<file path="config.mk">
export PLATFORM = sky130hd
export DESIGN_NAME = cplc_top
export DESIGN_NICKNAME = d
export VERILOG_FILES = /design/src/logic/cplc_top_unused_guard_none.v /design/src/logic/cplc_sel_switch.v /design/src/logic/cplc_gpio_clk.v /design/src/logic/cplc_top.v
export VERILOG_INCLUDE_DIRS = /design/src /design/src/logic
export SDC_FILE = /design/constraint.sdc
export NUM_CORES = 1
export LEC_CHECK = 0
export ABC_CLOCK_PERIOD_IN_PS = 3100
export BUFFER_PORTS_ARGS = -buffer_cell sky130_fd_sc_hd__buf_2
export CAP_MARGIN = 20
export CORE_MARGIN = 5
export CORE_UTILIZATION = 56
export DETAILED_ROUTE_END_ITERATION = 12
export PLACE_DENSITY = 0.87
export SLEW_MARGIN = 10
export SYNTH_ARGS = -nofsm -noshare
export SYNTH_HDL_FRONTEND = slang
export SYNTH_SLANG_ARGS = --single-unit
</file>
<file path="constraint.sdc">
create_clock -name CLK_IN -period 3.1 [get_ports CLK_IN]
set_clock_uncertainty 0.05 [all_clocks]
set_input_delay 0.62 -clock CLK_IN [delete_from_list [all_inputs] [get_ports CLK_IN]]
set_output_delay 0.62 -clock CLK_IN [all_outputs]
set_load 0.05 [all_outputs]
</file>
<file path="src/logic/cplc_map.vh">
/*
 * constants for the clock path and loopback controller: mode codes, clock source
 * and rate codes, field widths of a path selection word and timing counts.
 * assumes the includer runs on the 20 MHz system clock.
 */
`ifndef CPLC_MAP_VH
`define CPLC_MAP_VH

// ************************************************************
// system clock and timing
// ************************************************************
`define CPLC_CLK_PERIOD_NS 50
`define CPLC_SWITCH_GAP_NS 200
// 200 ns rounded up to whole cycles, sized for the gap counter
`define CPLC_SWITCH_GAP_CYC 4'h4
`define CPLC_GAP_CNT_W 4

// ************************************************************
// parallel interface modes and speeds
// ************************************************************
`define CPLC_MODE_GMII 2'h0
`define CPLC_MODE_RGMII 2'h1
`define CPLC_MODE_MII 2'h2
`define CPLC_SPEED_10 2'h0
`define CPLC_SPEED_100 2'h1
`define CPLC_SPEED_1000 2'h2

// ************************************************************
// clock sources and rates of one path
// ************************************************************
`define CPLC_SRC_NONE 3'h0
`define CPLC_SRC_GTX 3'h1
`define CPLC_SRC_TX_PLL 3'h2
`define CPLC_SRC_RX_PLL 3'h3
`define CPLC_SRC_TXCLK_PIN 3'h4
`define CPLC_SRC_RXCLK_PIN 3'h5
`define CPLC_RATE_2M5 2'h0
`define CPLC_RATE_25M 2'h1
`define CPLC_RATE_62M5 2'h2
`define CPLC_RATE_125M 2'h3
// one path word is {source, rate}
`define CPLC_PATH_W 5
`define CPLC_NUM_PATHS 5
`define CPLC_SEL_W 25

// ************************************************************
// gpio clock outputs
// ************************************************************
`define CPLC_NUM_GPIO 4
`define CPLC_GPIO_OFF 2'h0
`define CPLC_GPIO_REF_125 2'h1
`define CPLC_GPIO_REC_25 2'h2
`define CPLC_GPIO_REC_125 2'h3

`endif

</file>
<file path="src/logic/cplc_top_unused_guard_none.v">
/* holds no logic. assumes nothing of its surroundings. */
`timescale 1ns/1ps
`default_nettype none
`default_nettype wire

</file>
<file path="src/logic/cplc_sel_switch.v">
/*
 * break-before-make sequencer for the clock multiplexer selections.
 * assumes the requested selection word is synchronous to clk_in.
 */
`timescale 1ns/1ps
`default_nettype none
`include "cplc_map.vh"

module cplc_sel_switch
(
   input wire clk_in,
   input wire rst_n_in,
   input wire [`CPLC_SEL_W-1:0] req_sel_in,
   output reg [`CPLC_SEL_W-1:0] sel_out,
   output reg gated_out
);

   // ************************************************************
   // state
   // ************************************************************
   localparam ST_RUN = 3'h1;
   localparam ST_GAP = 3'h2;
   localparam ST_LOAD = 3'h4;
   localparam [`CPLC_GAP_CNT_W-1:0] GAP_CYC = `CPLC_SWITCH_GAP_CYC;

   reg [2:0] state;
   reg [`CPLC_GAP_CNT_W-1:0] gap_cnt;
   reg [`CPLC_SEL_W-1:0] held_sel;

   // all paths stop before any restarts: a runt pulse cannot reach a buffer
   always @(posedge clk_in or negedge rst_n_in)
   begin
      if (!rst_n_in)
      begin
         state <= ST_RUN;
         gap_cnt <= 4'h0;
         held_sel <= 25'h0;
         sel_out <= 25'h0;
         gated_out <= 1'b1;
      end
      else
      begin
         case (state)
            ST_RUN:
            begin
               if (req_sel_in != held_sel)
               begin
                  state <= ST_GAP;
                  sel_out <= 25'h0;
                  gated_out <= 1'b1;
                  gap_cnt <= GAP_CYC;
               end
               else
               begin
                  gated_out <= 1'b0;
               end
            end
            ST_GAP:
            begin
               if (gap_cnt <= 4'h1)
               begin
                  state <= ST_LOAD;
               end
               gap_cnt <= gap_cnt - 4'h1;
            end
            ST_LOAD:
            begin
               // a request that changed again during the gap is taken here
               held_sel <= req_sel_in;
               sel_out <= req_sel_in;
               gated_out <= 1'b0;
               state <= ST_RUN;
            end
            default:
            begin
               state <= ST_RUN;
            end
         endcase
      end
   end

endmodule
`default_nettype wire

</file>
<file path="src/logic/cplc_gpio_clk.v">
/*
 * one gpio clock output: picks a clock level, switches and squelches only
 * while the output is low. assumes the source levels are synchronous samples.
 */
`timescale 1ns/1ps
`default_nettype none
`include "cplc_map.vh"

module cplc_gpio_clk
(
   input wire clk_in,
   input wire rst_n_in,
   input wire [1:0] src_sel_in,
   input wire squelch_in,
   input wire ref_125_in,
   input wire rec_25_in,
   input wire rec_125_in,
   output reg clk_out
);

   reg [1:0] cur_src;
   reg cur_level;
   reg target_level;
   wire [1:0] target;

   assign target = squelch_in ? `CPLC_GPIO_OFF : src_sel_in;

   always @*
   begin
      case (cur_src)
         `CPLC_GPIO_REF_125: cur_level = ref_125_in;
         `CPLC_GPIO_REC_25: cur_level = rec_25_in;
         `CPLC_GPIO_REC_125: cur_level = rec_125_in;
         default: cur_level = 1'b0;
      endcase
      case (target)
         `CPLC_GPIO_REF_125: target_level = ref_125_in;
         `CPLC_GPIO_REC_25: target_level = rec_25_in;
         `CPLC_GPIO_REC_125: target_level = rec_125_in;
         default: target_level = 1'b0;
      endcase
   end

   // a high phase is never cut short, and a new source starts on its own low
   always @(posedge clk_in or negedge rst_n_in)
   begin
      if (!rst_n_in)
      begin
         cur_src <= `CPLC_GPIO_OFF;
         clk_out <= 1'b0;
      end
      else if ((target != cur_src) && !clk_out && !target_level)
      begin
         cur_src <= target;
         clk_out <= 1'b0;
      end
      else
      begin
         clk_out <= cur_level;
      end
   end

endmodule
`default_nettype wire

</file>
<file path="src/logic/cplc_top.v">
/*
 * clock path and loopback controller of the parallel-to-serial converter.
 * assumes all inputs, including sampled clock levels, are synchronous to CLK_IN,
 * and that the analog plls and multiplexers act on the selection words.
 */

// Operation
// - tx buffer clock: gtx, tx pll or pin
// - rx pcs on rx pll; buffer per mode
// - diagnostic loopback moves rx clocks to tx
// - remote loopback clocks tx buffer from rx
// - latch rx pll loss of lock
// - reference frequency from two strap pins
// - tx pll feeds eight-phase timing clock
// - gpio may carry tx pll 125 clock
// - gpio may carry recovered 25/125 clock
// - gpio clocks never glitch
// - diagnostic loopback: decoder takes encoder codes
// - diagnostic drive-out bit gates serial driver
// - collision low in diagnostic unless test
// - terminal loopback: cdr takes driver data
// - terminal drive-out bit gates serial driver
// - remote loopback: tx takes rx data
// - remote drive-out bit zeroes rx pins
// - link down squelches recovered gpio clocks
`timescale 1ns/1ps
`default_nettype none
`include "cplc_map.vh"

module cplc_top
(
   input wire CLK_IN,
   input wire RST_N_IN,
   input wire [1:0] IF_MODE_IN,
   input wire [1:0] LINK_SPEED_IN,
   input wire MII_DCE_IN,
   input wire DIAG_LOOP_ENABLE_IN,
   input wire DIAG_LOOP_DRIVE_OUT_IN,
   input wire TERMINAL_LOOP_ENABLE_IN,
   input wire TERMINAL_LOOP_DRIVE_OUT_IN,
   input wire REMOTE_LOOP_ENABLE_IN,
   input wire REMOTE_LOOP_DRIVE_OUT_IN,
   input wire COLLISION_TEST_ENABLE_IN,
   input wire SERIAL_TX_CLOCK_ENABLE_IN,
   input wire RX_PLL_LOCK_LOST_IN,
   input wire LOCK_LOST_CLEAR_IN,
   input wire [1:0] REF_STRAP_IN,
   input wire AN_LINK_GOOD_IN,
   input wire RECOVERED_CLOCK_SQUELCH_ENABLE_IN,
   input wire [7:0] GPIO_CLK_SRC_IN,
   input wire TX_PLL_125_LEVEL_IN,
   input wire RX_PLL_25_LEVEL_IN,
   input wire RX_PLL_125_LEVEL_IN,
   input wire [7:0] RX_DATA_IN,
   input wire RX_DV_IN,
   input wire RX_ER_IN,
   input wire CRS_IN,
   input wire COL_IN,
   input wire TX_EN_IN,
   output wire [2:0] TX_BUF_CLK_SRC_OUT,
   output wire [1:0] TX_BUF_CLK_RATE_OUT,
   output wire [2:0] TXCLK_DRV_SRC_OUT,
   output wire [1:0] TXCLK_DRV_RATE_OUT,
   output wire [2:0] RX_PCS_CLK_SRC_OUT,
   output wire [1:0] RX_PCS_CLK_RATE_OUT,
   output wire [2:0] RX_BUF_CLK_SRC_OUT,
   output wire [1:0] RX_BUF_CLK_RATE_OUT,
   output wire [2:0] RXCLK_DRV_SRC_OUT,
   output wire [1:0] RXCLK_DRV_RATE_OUT,
   output wire CLOCKS_GATED_OUT,
   output reg RX_DEC_FROM_ENCODER_OUT,
   output reg CDR_FROM_TX_DRIVER_OUT,
   output reg TX_DATA_FROM_RX_OUT,
   output reg SERIAL_TX_PAIR_OE_OUT,
   output reg SERIAL_TX_CLOCK_OUT_EN_OUT,
   output reg RX_PLL_LOCK_LOST_LATCHED_OUT,
   output reg [1:0] REF_FREQ_SEL_OUT,
   output reg REF_FREQ_VALID_OUT,
   output reg PHASE_CLK_ENABLE_OUT,
   output wire [3:0] GPIO_CLK_OUT,
   output reg [7:0] RXD_OUT,
   output reg RX_DV_OUT,
   output reg RX_ER_OUT,
   output reg CRS_OUT,
   output reg COL_OUT
);

   // ************************************************************
   // mode decode
   // ************************************************************
   wire is_mii;
   wire mii_dce;
   wire mii_dte;
   reg [1:0] mode_rate;
   wire diag;
   wire term;
   wire remote;

   assign is_mii = (IF_MODE_IN == `CPLC_MODE_MII);
   assign mii_dce = is_mii & MII_DCE_IN;
   assign mii_dte = is_mii & ~MII_DCE_IN;
   assign diag = DIAG_LOOP_ENABLE_IN;
   assign term = TERMINAL_LOOP_ENABLE_IN;
   // remote loopback relies on software keeping the other two clear
   assign remote = REMOTE_LOOP_ENABLE_IN;

   // the parallel clock rate; gmii always runs at 125
   always @*
   begin
      if (IF_MODE_IN == `CPLC_MODE_GMII)
      begin
         mode_rate = `CPLC_RATE_125M;
      end
      else
      begin
         case (LINK_SPEED_IN)
            `CPLC_SPEED_10: mode_rate = `CPLC_RATE_2M5;
            `CPLC_SPEED_100: mode_rate = `CPLC_RATE_25M;
            `CPLC_SPEED_1000: mode_rate = `CPLC_RATE_125M;
            default: mode_rate = `CPLC_RATE_25M;
         endcase
      end
   end

   // ************************************************************
   // clock path selection
   // ************************************************************
   reg [2:0] tx_buf_src;
   reg [2:0] txclk_src;
   reg [2:0] rx_pcs_src;
   reg [2:0] rx_buf_src;
   reg [2:0] rxclk_src;
   wire [`CPLC_SEL_W-1:0] req_sel;
   wire [`CPLC_SEL_W-1:0] cur_sel;

   always @*
   begin
      // transmit rate buffer
      if (remote)
      begin
         tx_buf_src = mii_dte ? `CPLC_SRC_RXCLK_PIN : `CPLC_SRC_RX_PLL;
      end
      else if (mii_dce)
      begin
         tx_buf_src = `CPLC_SRC_TX_PLL;
      end
      else if (mii_dte)
      begin
         tx_buf_src = `CPLC_SRC_TXCLK_PIN;
      end
      else
      begin
         tx_buf_src = `CPLC_SRC_GTX;
      end
      // driven transmit clock exists in dce mode only, also under remote loopback
      txclk_src = mii_dce ? `CPLC_SRC_TX_PLL : `CPLC_SRC_NONE;
      // receive pcs
      rx_pcs_src = diag ? `CPLC_SRC_TX_PLL : `CPLC_SRC_RX_PLL;
      // receive rate buffer and driven receive clock
      if (mii_dte)
      begin
         rx_buf_src = diag ? `CPLC_SRC_TXCLK_PIN : `CPLC_SRC_RXCLK_PIN;
         rxclk_src = `CPLC_SRC_NONE;
      end
      else
      begin
         rx_buf_src = diag ? `CPLC_SRC_TX_PLL : `CPLC_SRC_RX_PLL;
         rxclk_src = diag ? `CPLC_SRC_TX_PLL : `CPLC_SRC_RX_PLL;
      end
   end

   assign req_sel = {tx_buf_src, mode_rate,
                     txclk_src, (mii_dce ? mode_rate : `CPLC_RATE_2M5),
                     rx_pcs_src, `CPLC_RATE_62M5,
                     rx_buf_src, mode_rate,
                     rxclk_src, (mii_dte ? `CPLC_RATE_2M5 : mode_rate)};

   cplc_sel_switch u_switch
   (
      .clk_in(CLK_IN),
      .rst_n_in(RST_N_IN),
      .req_sel_in(req_sel),
      .sel_out(cur_sel),
      .gated_out(CLOCKS_GATED_OUT)
   );

   assign {TX_BUF_CLK_SRC_OUT, TX_BUF_CLK_RATE_OUT} = cur_sel[24:20];
   assign {TXCLK_DRV_SRC_OUT, TXCLK_DRV_RATE_OUT} = cur_sel[19:15];
   assign {RX_PCS_CLK_SRC_OUT, RX_PCS_CLK_RATE_OUT} = cur_sel[14:10];
   assign {RX_BUF_CLK_SRC_OUT, RX_BUF_CLK_RATE_OUT} = cur_sel[9:5];
   assign {RXCLK_DRV_SRC_OUT, RXCLK_DRV_RATE_OUT} = cur_sel[4:0];

   // ************************************************************
   // loopback data steering and serial driver
   // ************************************************************
   wire tx_pair_off;

   // either serial loopback without its drive-out bit floats the driver
   assign tx_pair_off = (diag & ~DIAG_LOOP_DRIVE_OUT_IN) | (term & ~TERMINAL_LOOP_DRIVE_OUT_IN);

   always @(posedge CLK_IN or negedge RST_N_IN)
   begin
      if (!RST_N_IN)
      begin
         RX_DEC_FROM_ENCODER_OUT <= 1'b0;
         CDR_FROM_TX_DRIVER_OUT <= 1'b0;
         TX_DATA_FROM_RX_OUT <= 1'b0;
         SERIAL_TX_PAIR_OE_OUT <= 1'b0;
         SERIAL_TX_CLOCK_OUT_EN_OUT <= 1'b0;
      end
      else
      begin
         RX_DEC_FROM_ENCODER_OUT <= diag;
         CDR_FROM_TX_DRIVER_OUT <= term;
         TX_DATA_FROM_RX_OUT <= remote;
         SERIAL_TX_PAIR_OE_OUT <= ~tx_pair_off;
         // the serial clock keeps toggling through any loopback
         SERIAL_TX_CLOCK_OUT_EN_OUT <= SERIAL_TX_CLOCK_ENABLE_IN;
      end
   end

   // ************************************************************
   // receive parallel pins
   // ************************************************************
   wire rx_pins_low;

   assign rx_pins_low = remote & ~REMOTE_LOOP_DRIVE_OUT_IN;

   always @(posedge CLK_IN or negedge RST_N_IN)
   begin
      if (!RST_N_IN)
      begin
         RXD_OUT <= 8'h00;
         RX_DV_OUT <= 1'b0;
         RX_ER_OUT <= 1'b0;
         CRS_OUT <= 1'b0;
         COL_OUT <= 1'b0;
      end
      else
      begin
         if (rx_pins_low)
         begin
            RXD_OUT <= 8'h00;
            RX_DV_OUT <= 1'b0;
            RX_ER_OUT <= 1'b0;
            CRS_OUT <= 1'b0;
         end
         else
         begin
            RXD_OUT <= RX_DATA_IN;
            RX_DV_OUT <= RX_DV_IN;
            RX_ER_OUT <= RX_ER_IN;
            CRS_OUT <= CRS_IN;
         end
         // collision test: collision follows transmit enable
         if (diag)
         begin
            COL_OUT <= COLLISION_TEST_ENABLE_IN & TX_EN_IN;
         end
         else
         begin
            COL_OUT <= rx_pins_low ? 1'b0 : COL_IN;
         end
      end
   end

   // ************************************************************
   // pll status and reference strap
   // ************************************************************
   reg strap_done;

   always @(posedge CLK_IN or negedge RST_N_IN)
   begin
      if (!RST_N_IN)
      begin
         RX_PLL_LOCK_LOST_LATCHED_OUT <= 1'b0;
         strap_done <= 1'b0;
         REF_FREQ_SEL_OUT <= 2'h0;
         REF_FREQ_VALID_OUT <= 1'b0;
         PHASE_CLK_ENABLE_OUT <= 1'b0;
      end
      else
      begin
         // a new loss of lock wins over a clear in the same cycle
         RX_PLL_LOCK_LOST_LATCHED_OUT <= (RX_PLL_LOCK_LOST_LATCHED_OUT & ~LOCK_LOST_CLEAR_IN)
                                         | RX_PLL_LOCK_LOST_IN;
         // straps are still held by the board at the first edge after release
         if (!strap_done)
         begin
            REF_FREQ_SEL_OUT <= REF_STRAP_IN;
            REF_FREQ_VALID_OUT <= 1'b1;
            strap_done <= 1'b1;
         end
         // the eight-phase clock is offered once the reference is known
         PHASE_CLK_ENABLE_OUT <= strap_done;
      end
   end

   // ************************************************************
   // gpio clock outputs
   // ************************************************************
   wire link_down;

   assign link_down = ~AN_LINK_GOOD_IN;

   genvar g;
   generate
      for (g = 0; g < `CPLC_NUM_GPIO; g = g + 1)
      begin : gpio_clk
         wire [1:0] src;
         wire is_recovered;
         wire squelch;

         assign src = GPIO_CLK_SRC_IN[2*g+1:2*g];
         assign is_recovered = (src == `CPLC_GPIO_REC_25) | (src == `CPLC_GPIO_REC_125);
         assign squelch = RECOVERED_CLOCK_SQUELCH_ENABLE_IN & link_down & is_recovered;

         cplc_gpio_clk u_gpio
         (
            .clk_in(CLK_IN),
            .rst_n_in(RST_N_IN),
            .src_sel_in(src),
            .squelch_in(squelch),
            .ref_125_in(TX_PLL_125_LEVEL_IN),
            .rec_25_in(RX_PLL_25_LEVEL_IN),
            .rec_125_in(RX_PLL_125_LEVEL_IN),
            .clk_out(GPIO_CLK_OUT[g])
         );
      end
   endgenerate

endmodule
`default_nettype wire

</file>
### Word-level counts from Yosys, hierarchy flattened

Index checks and enable logic that the tools add are counted.

* memories kept: 0
* latch bits: 0
* logic and storage cells: 166
* input port bits: 45
* output and inout port bits: 52
* bits in registers: 92
* ROM bits: 0
* RAM bits: 0

* shift-type cells: 0
* add/subtract/negate cells: 1
* bitwise operators: 25
* eq/ne operators: 44
* mux-type cells: 44
* $lt $le $gt $ge: 1
* divide/modulo/power cells: 0
* multiply operators: 0
* reductions and logical operators: 23

Operators by type and width (number)
* == test 2 bit (second input constant): 26
* case mux 25 bit (2 select lines): 1
* 2-to-1 mux 25 bit: 1
* != test 24 bit: 1
* case mux 1 bit (3 select lines): 8
* 2-to-1 mux 3 bit: 7
* 2-to-1 mux 2 bit: 9
* == test 2 x 1 -> 1 bit (second input constant): 8
* AND 1 bit: 12
* 2-to-1 mux 1 bit: 12
* logical AND 1 bit: 8
* zero test 1 bit: 8
* 2-to-1 mux 8 bit: 1
* != test 2 bit: 4
* case mux 4 bit (2 select lines): 1
* inverter 1 bit: 7
* OR 1 bit: 6
* case mux 3 bit (2 select lines): 1
* AND reduction 2 bit: 3
* <= comparator 4 x 1 -> 1 bit (second input constant): 1
* zero test 2 bit: 2
* 2-to-1 mux 4 bit: 1
* != test 2 x 1 -> 1 bit (second input constant): 2
* case mux 2 bit (2 select lines): 1
* 6 further kinds: 7

### Longest topological paths before layout

* word-level depth: 9
* depth in mapped cells: 8
* gate-level depth less buffers: 6

### Hierarchy

A second synthesis with hierarchy kept.

* cells, all modules: 437
* area total of the unflattened synthesis: 4898.4 um^2

Modules (own cells, without submodules)
* cplc_sel_switch: cells an instance 278, area an instance 3083.0 um^2, instances 1, sequential area each 1453.9 um^2
* cplc_gpio_clk: cells an instance 22, area an instance 239.0 um^2, instances 4, sequential area each 75.1 um^2
* cplc_top: cells an instance 71, area an instance 859.6 um^2, instances 1, sequential area each 575.6 um^2

### Worst setup path before layout

Ideal clock, no wire load.

* path kind: input to register
* from: in IF_MODE_IN[0]
* to: reg u_switch.state[1]
* arrival: 2.073 ns
* library setup time: 0.121 ns
* stages on the path: 8
* path slack: 0.856 ns
* path buffers: 2
* data required time: 2.929 ns
* path through: nand2b_1 -> buf_4 -> nor2_2 -> or3b_4 -> a2111oi_4 -> nand4_2 -> buf_6 -> a22o_1

* word-level cells in the longest chain between the ends: 8
* elaborated cells between the ends (all ways): 17
* those cells by class: eq/ne (3); mux (10); bitwise (2); reduce/logical (2)

Ends and longest elaborated chain
* from (decl): RTL line cplc_top.v:34 `input wire [1:0] IF_MODE_IN,`
* == test 2 bit (no line)
* AND 1 bit: RTL line cplc_top.v:101 `assign mii_dte = is_mii & ~MII_DCE_IN;`
* 2-to-1 mux 3 bit: RTL line cplc_top.v:147 `else if (mii_dte)`
* 2-to-1 mux 3 bit: RTL line cplc_top.v:143 `else if (mii_dce)`
* 2-to-1 mux 3 bit: RTL line cplc_top.v:139 `if (remote)`
* != test 24 bit (*): RTL line cplc_sel_switch.v:46 `if (req_sel_in != held_sel)`
* != test 2 x 1 -> 1 bit (no line) (*)
* AND reduction 2 bit (no line) (*)
* to (signal assigned): RTL line cplc_sel_switch.v:48 `state <= ST_GAP;`
* to (signal assigned): RTL line cplc_sel_switch.v:62 `state <= ST_LOAD;`
* to (signal assigned): RTL line cplc_sel_switch.v:72 `state <= ST_RUN;`
* to (decl): RTL line cplc_sel_switch.v:26 `reg [2:0] state;`

Mark *: on every way between the ends. The rest lies on a longest branch, timed or not.
A chain may end at the register's enable or synchronous reset.

### Final worst setup path

* from: in IF_MODE_IN[0]
* to: reg u_switch.gap_cnt[1]

* word-level cells in the longest chain between the ends: 8
* elaborated cells between the ends (all ways): 17
* those cells by class: eq/ne (3); mux (10); bitwise (2); reduce/logical (2)

Ends and longest elaborated chain
* == test 2 bit (no line)
* AND 1 bit: RTL line cplc_top.v:101
* 2-to-1 mux 3 bit: RTL line cplc_top.v:147
* 2-to-1 mux 3 bit: RTL line cplc_top.v:143
* 2-to-1 mux 3 bit: RTL line cplc_top.v:139
* != test 24 bit (*): RTL line cplc_sel_switch.v:46
* != test 2 x 1 -> 1 bit (no line) (*)
* AND reduction 2 bit (no line) (*)
* to (signal assigned): RTL line cplc_sel_switch.v:64 `gap_cnt <= gap_cnt - 4'h1;`
* to (decl): RTL line cplc_sel_switch.v:27 `` reg [`CPLC_GAP_CNT_W-1:0] gap_cnt; ``

Marks and branches as above.

==> out/metrics.csv <==
metric;value;unit
CTS buffer count;9;
Final Cycle Share;0.741;
Main synth FF type;dfrtp_1;
RSZ-0062 raised after global routing;false;
die height;87.5;µm
first-pass GRT wire length;12400;µm
Worst Hold Class;primary input to asynchronous set/reset pin;
Pwr Total;2.99;mW
worst-skew pair later-pin latency;340;ps
Vias;2628;
post-layout util;0.687;
Post-synth EDFFs;0;
IO buf count;91;
crit path max fanout;22;
Final #Nets;460;
Ys Warns;0;
Avg Vias per Cell;5.33;
Fillers;469;
initial antenna violation count;1;
Die ar.;7660;µm²
CTS tree;done;
Pre-Repair DR Iteration Count;4;
Root Driver;clkbuf_8;
Startpoint Class;primary input;
Sequential cell area;1830;µm²
Final min period;2300;ps
Yosys cell types;44;
Core Region;5890;µm²
CTS H-tree depth;3;
critical path class;primary input to register;
Setup Fix Bufs, Post-CTS;0;
clk slew on worst S/H paths;80;ps
Fmax;0.435;GHz
gr usage total;0.212;
ANT nets after route;0;
share of post-route cells with drive strength above 1;0.309;
outcome;complete, no violations;
Yosys reg bits;73;
Seq/Total Area, Yosys;0.543;
Final HPWL DP;5510;µm
die width;87.5;µm
Syn Area/Cell;10.3;µm²
pin count of the biggest net entering global routing;74;
final wirelength;7420;µm
crit path DAT;2490;ps
maximum vdd drop;0.000499;V
# diodes;0;
clock sink total;73;
Iteration-0 DRC Markers;141;
Post-synth ARST share;1.00;
starting density of the core;0.572;
CTS Hold Bufs;0;
area occupied by multi-input gates;1330;µm²
critical path capture point type;register;
Leak;2.06;nW
grt total ovfl;0;
Critical Path RT;3290;ps
Ports;97;
max-cap viol count;0;
area delta synth->final;20.1;%
PwrDens;738;nW/µm²
final hold vios;0;
# DRC;0;
Setup TNS;0;ps
final cell count without fillers;493;
number of global-route vias before repair;2688;
post-CTS sizing;0;
Mapped Area;3370;µm²
Cells after Synth;326;
placed cells;477;
site row count;28;
Max-slew headroom;0.651;
Slew Viols, Final;0;
Worst-Margin Slew;519;ps
Bufs on Longest Clock Path;2;
WL per Instance;15.1;µm
endpoints failing setup;0;
GP Congestion;0.820;
## final cells by class
| cell class | count | share of cell area |
|---|---|---|
| clock buffer | 9 | 0.0306 |
| clock inverter | 7 | 0.0232 |
| inverter | 18 | 0.0167 |
| multi-input combinational | 215 | 0.329 |
| sequential | 73 | 0.452 |
| tap | 75 | 0.0232 |
| timing repair buffer | 96 | 0.125 |
## cell usage after synthesis, types with 3 or more instances
master     n  area, µm²
nand2b_1   6       37.5
a21oi_1   17       85.1
mux2i_1    8       80.1
nand3_1    4       20.0
o21ai_1    3       15.0
a21boi_0   5       37.5
nor2_1    18       67.6
nand3b_1   3       22.5
a21o_1     7       52.6
clkbuf_1   7       26.3
o21ai_0   21        105
a221oi_1   3       26.3
dfrtp_1   71       1780
and2_1    17        106
nand2_1   38        143
buf_4     15        113
xor2_1     5       43.8
a22oi_1    3       22.5
nor3_1     7       35.0
o21a_1     4       30.0
a31oi_1    7       43.8
inv_1     18       67.6
mux2_2    10        113
xnor2_1    3       26.3
## power breakdown
group	total (mW)	leakage (nW)	switching [mW]	internal, mW
Combinational	0.879	1.04	0.538	0.340
Sequential	1.30	0.905	0.159	1.14
Clock	0.807	0.106	0.354	0.453
## sequential cells by signal, summed over array words and instances (netlist names)
name / cells
REF_FREQ_SEL_OUT: 2
CDR_FROM_TX_DRIVER_OUT: 1
SERIAL_TX_CLOCK_OUT_EN_OUT: 1
RX_PLL_LOCK_LOST_LATCHED_OUT: 1
gpio_clk.u_gpio.clk_out: 4
u_switch.held_sel: 15
strap_done: 1
u_switch.gated_out: 1
RX_ER_OUT: 1
u_switch.state: 3
COL_OUT: 1
RX_DV_OUT: 1
gpio_clk.u_gpio.cur_src: 8
RXD_OUT: 8
u_switch.sel_out: 15
REF_FREQ_VALID_OUT: 1
u_switch.gap_cnt: 4
TX_DATA_FROM_RX_OUT: 1
RX_DEC_FROM_ENCODER_OUT: 1
CRS_OUT: 1
PHASE_CLK_ENABLE_OUT: 1
SERIAL_TX_PAIR_OE_OUT: 1
## logic make-up after synthesis
group | share of synthesized area
other cells | 0.00223
compound gates | 0.153
fa+ha+maj | 0.00743
xor+xnor | 0.0208
mux | 0.0572
buf+inv | 0.0661
simple gates | 0.150
flops | 0.543
## layer usage
layer  vias to the layer above  GRT usage  part of all wire
met5                         -          0           0.00094
met4                         2      0.120             0.018
met3                        16     0.0517             0.079
met2                        91      0.325              0.48
met1                      1250      0.276              0.42
li1                       1269          -                 -
## worst max-delay path: stages
cell and delay [ps]:
buf_2 140, nand2b_1 280, nor2_2 80, or3b_4 390, a2111oi_4 300, nand4_2 130
buf_4 230, a221oi_1 310
## worst paths after layout
path,endpoint,startpoint,depth (start not counted),slack (ps)
setup / recovery,u_switch.gap_cnt[1],IF_MODE_IN[0],8,800
hold / removal,gpio_clk[2].u_gpio.cur_src[1],RST_N_IN,2,240
setup reg to reg,u_switch.gap_cnt[1],u_switch.held_sel[20],7,1150
hold reg to reg,PHASE_CLK_ENABLE_OUT,strap_done,0,410
max in group asynchronous,u_switch.state[0],RST_N_IN,2,2410
min in group CLK_IN,SERIAL_TX_CLOCK_OUT_EN_OUT,SERIAL_TX_CLOCK_ENABLE_IN,1,330
## metrics by stage
| stage | setup WS (ps) | hold slack, ps | area (µm²) |
|---|---|---|---|
| 2_1_floorplan | 856 | 274 | 3380 |
| 3_3_place_gp | 540 | 381 | 3830 |
| 3_5_place_dp | 449 | 396 | 3830 |
| 4_1_cts | 820 | 249 | 4040 |
| 5_1_grt | 681 | 270 | 4040 |
| 6_report | 803 | 239 | 4040 |
## cell usage in the layout, fill, tap and decap left out, drive strengths merged, types with 2 or more instances in the layout
| cell | synthesis | routed |
|---|---|---|
| buf | 17 | 96 |
| dfrtp | 71 | 71 |
| nand2 | 38 | 38 |
| o21ai | 24 | 24 |
| inv | 18 | 19 |
| nor2 | 19 | 19 |
| and2 | 17 | 17 |
| a21oi | 17 | 17 |
| mux2 | 10 | 10 |
| clkbuf | 7 | 9 |
| mux2i | 8 | 8 |
| a21o | 7 | 7 |
| a31oi | 7 | 7 |
| nor3 | 7 | 7 |
| nand2b | 6 | 6 |
| conb | 2 | 6 |
| xor2 | 5 | 5 |
| a21boi | 5 | 5 |
| nand3 | 4 | 4 |
| o21a | 4 | 4 |
| a22oi | 4 | 4 |
| nand3b | 3 | 3 |
| xnor2 | 3 | 3 |
| a221oi | 3 | 3 |
| nor2b | 2 | 2 |
| o22ai | 2 | 2 |
| a22o | 2 | 2 |
| ha | 2 | 2 |
| bufinv | 0 | 2 |
| clkinv | 0 | 2 |
| clkinvlp | 0 | 2 |
| dfstp | 2 | 2 |
| nand4 | 2 | 2 |
No activity file was read; power rests on OpenSTA's default activity.
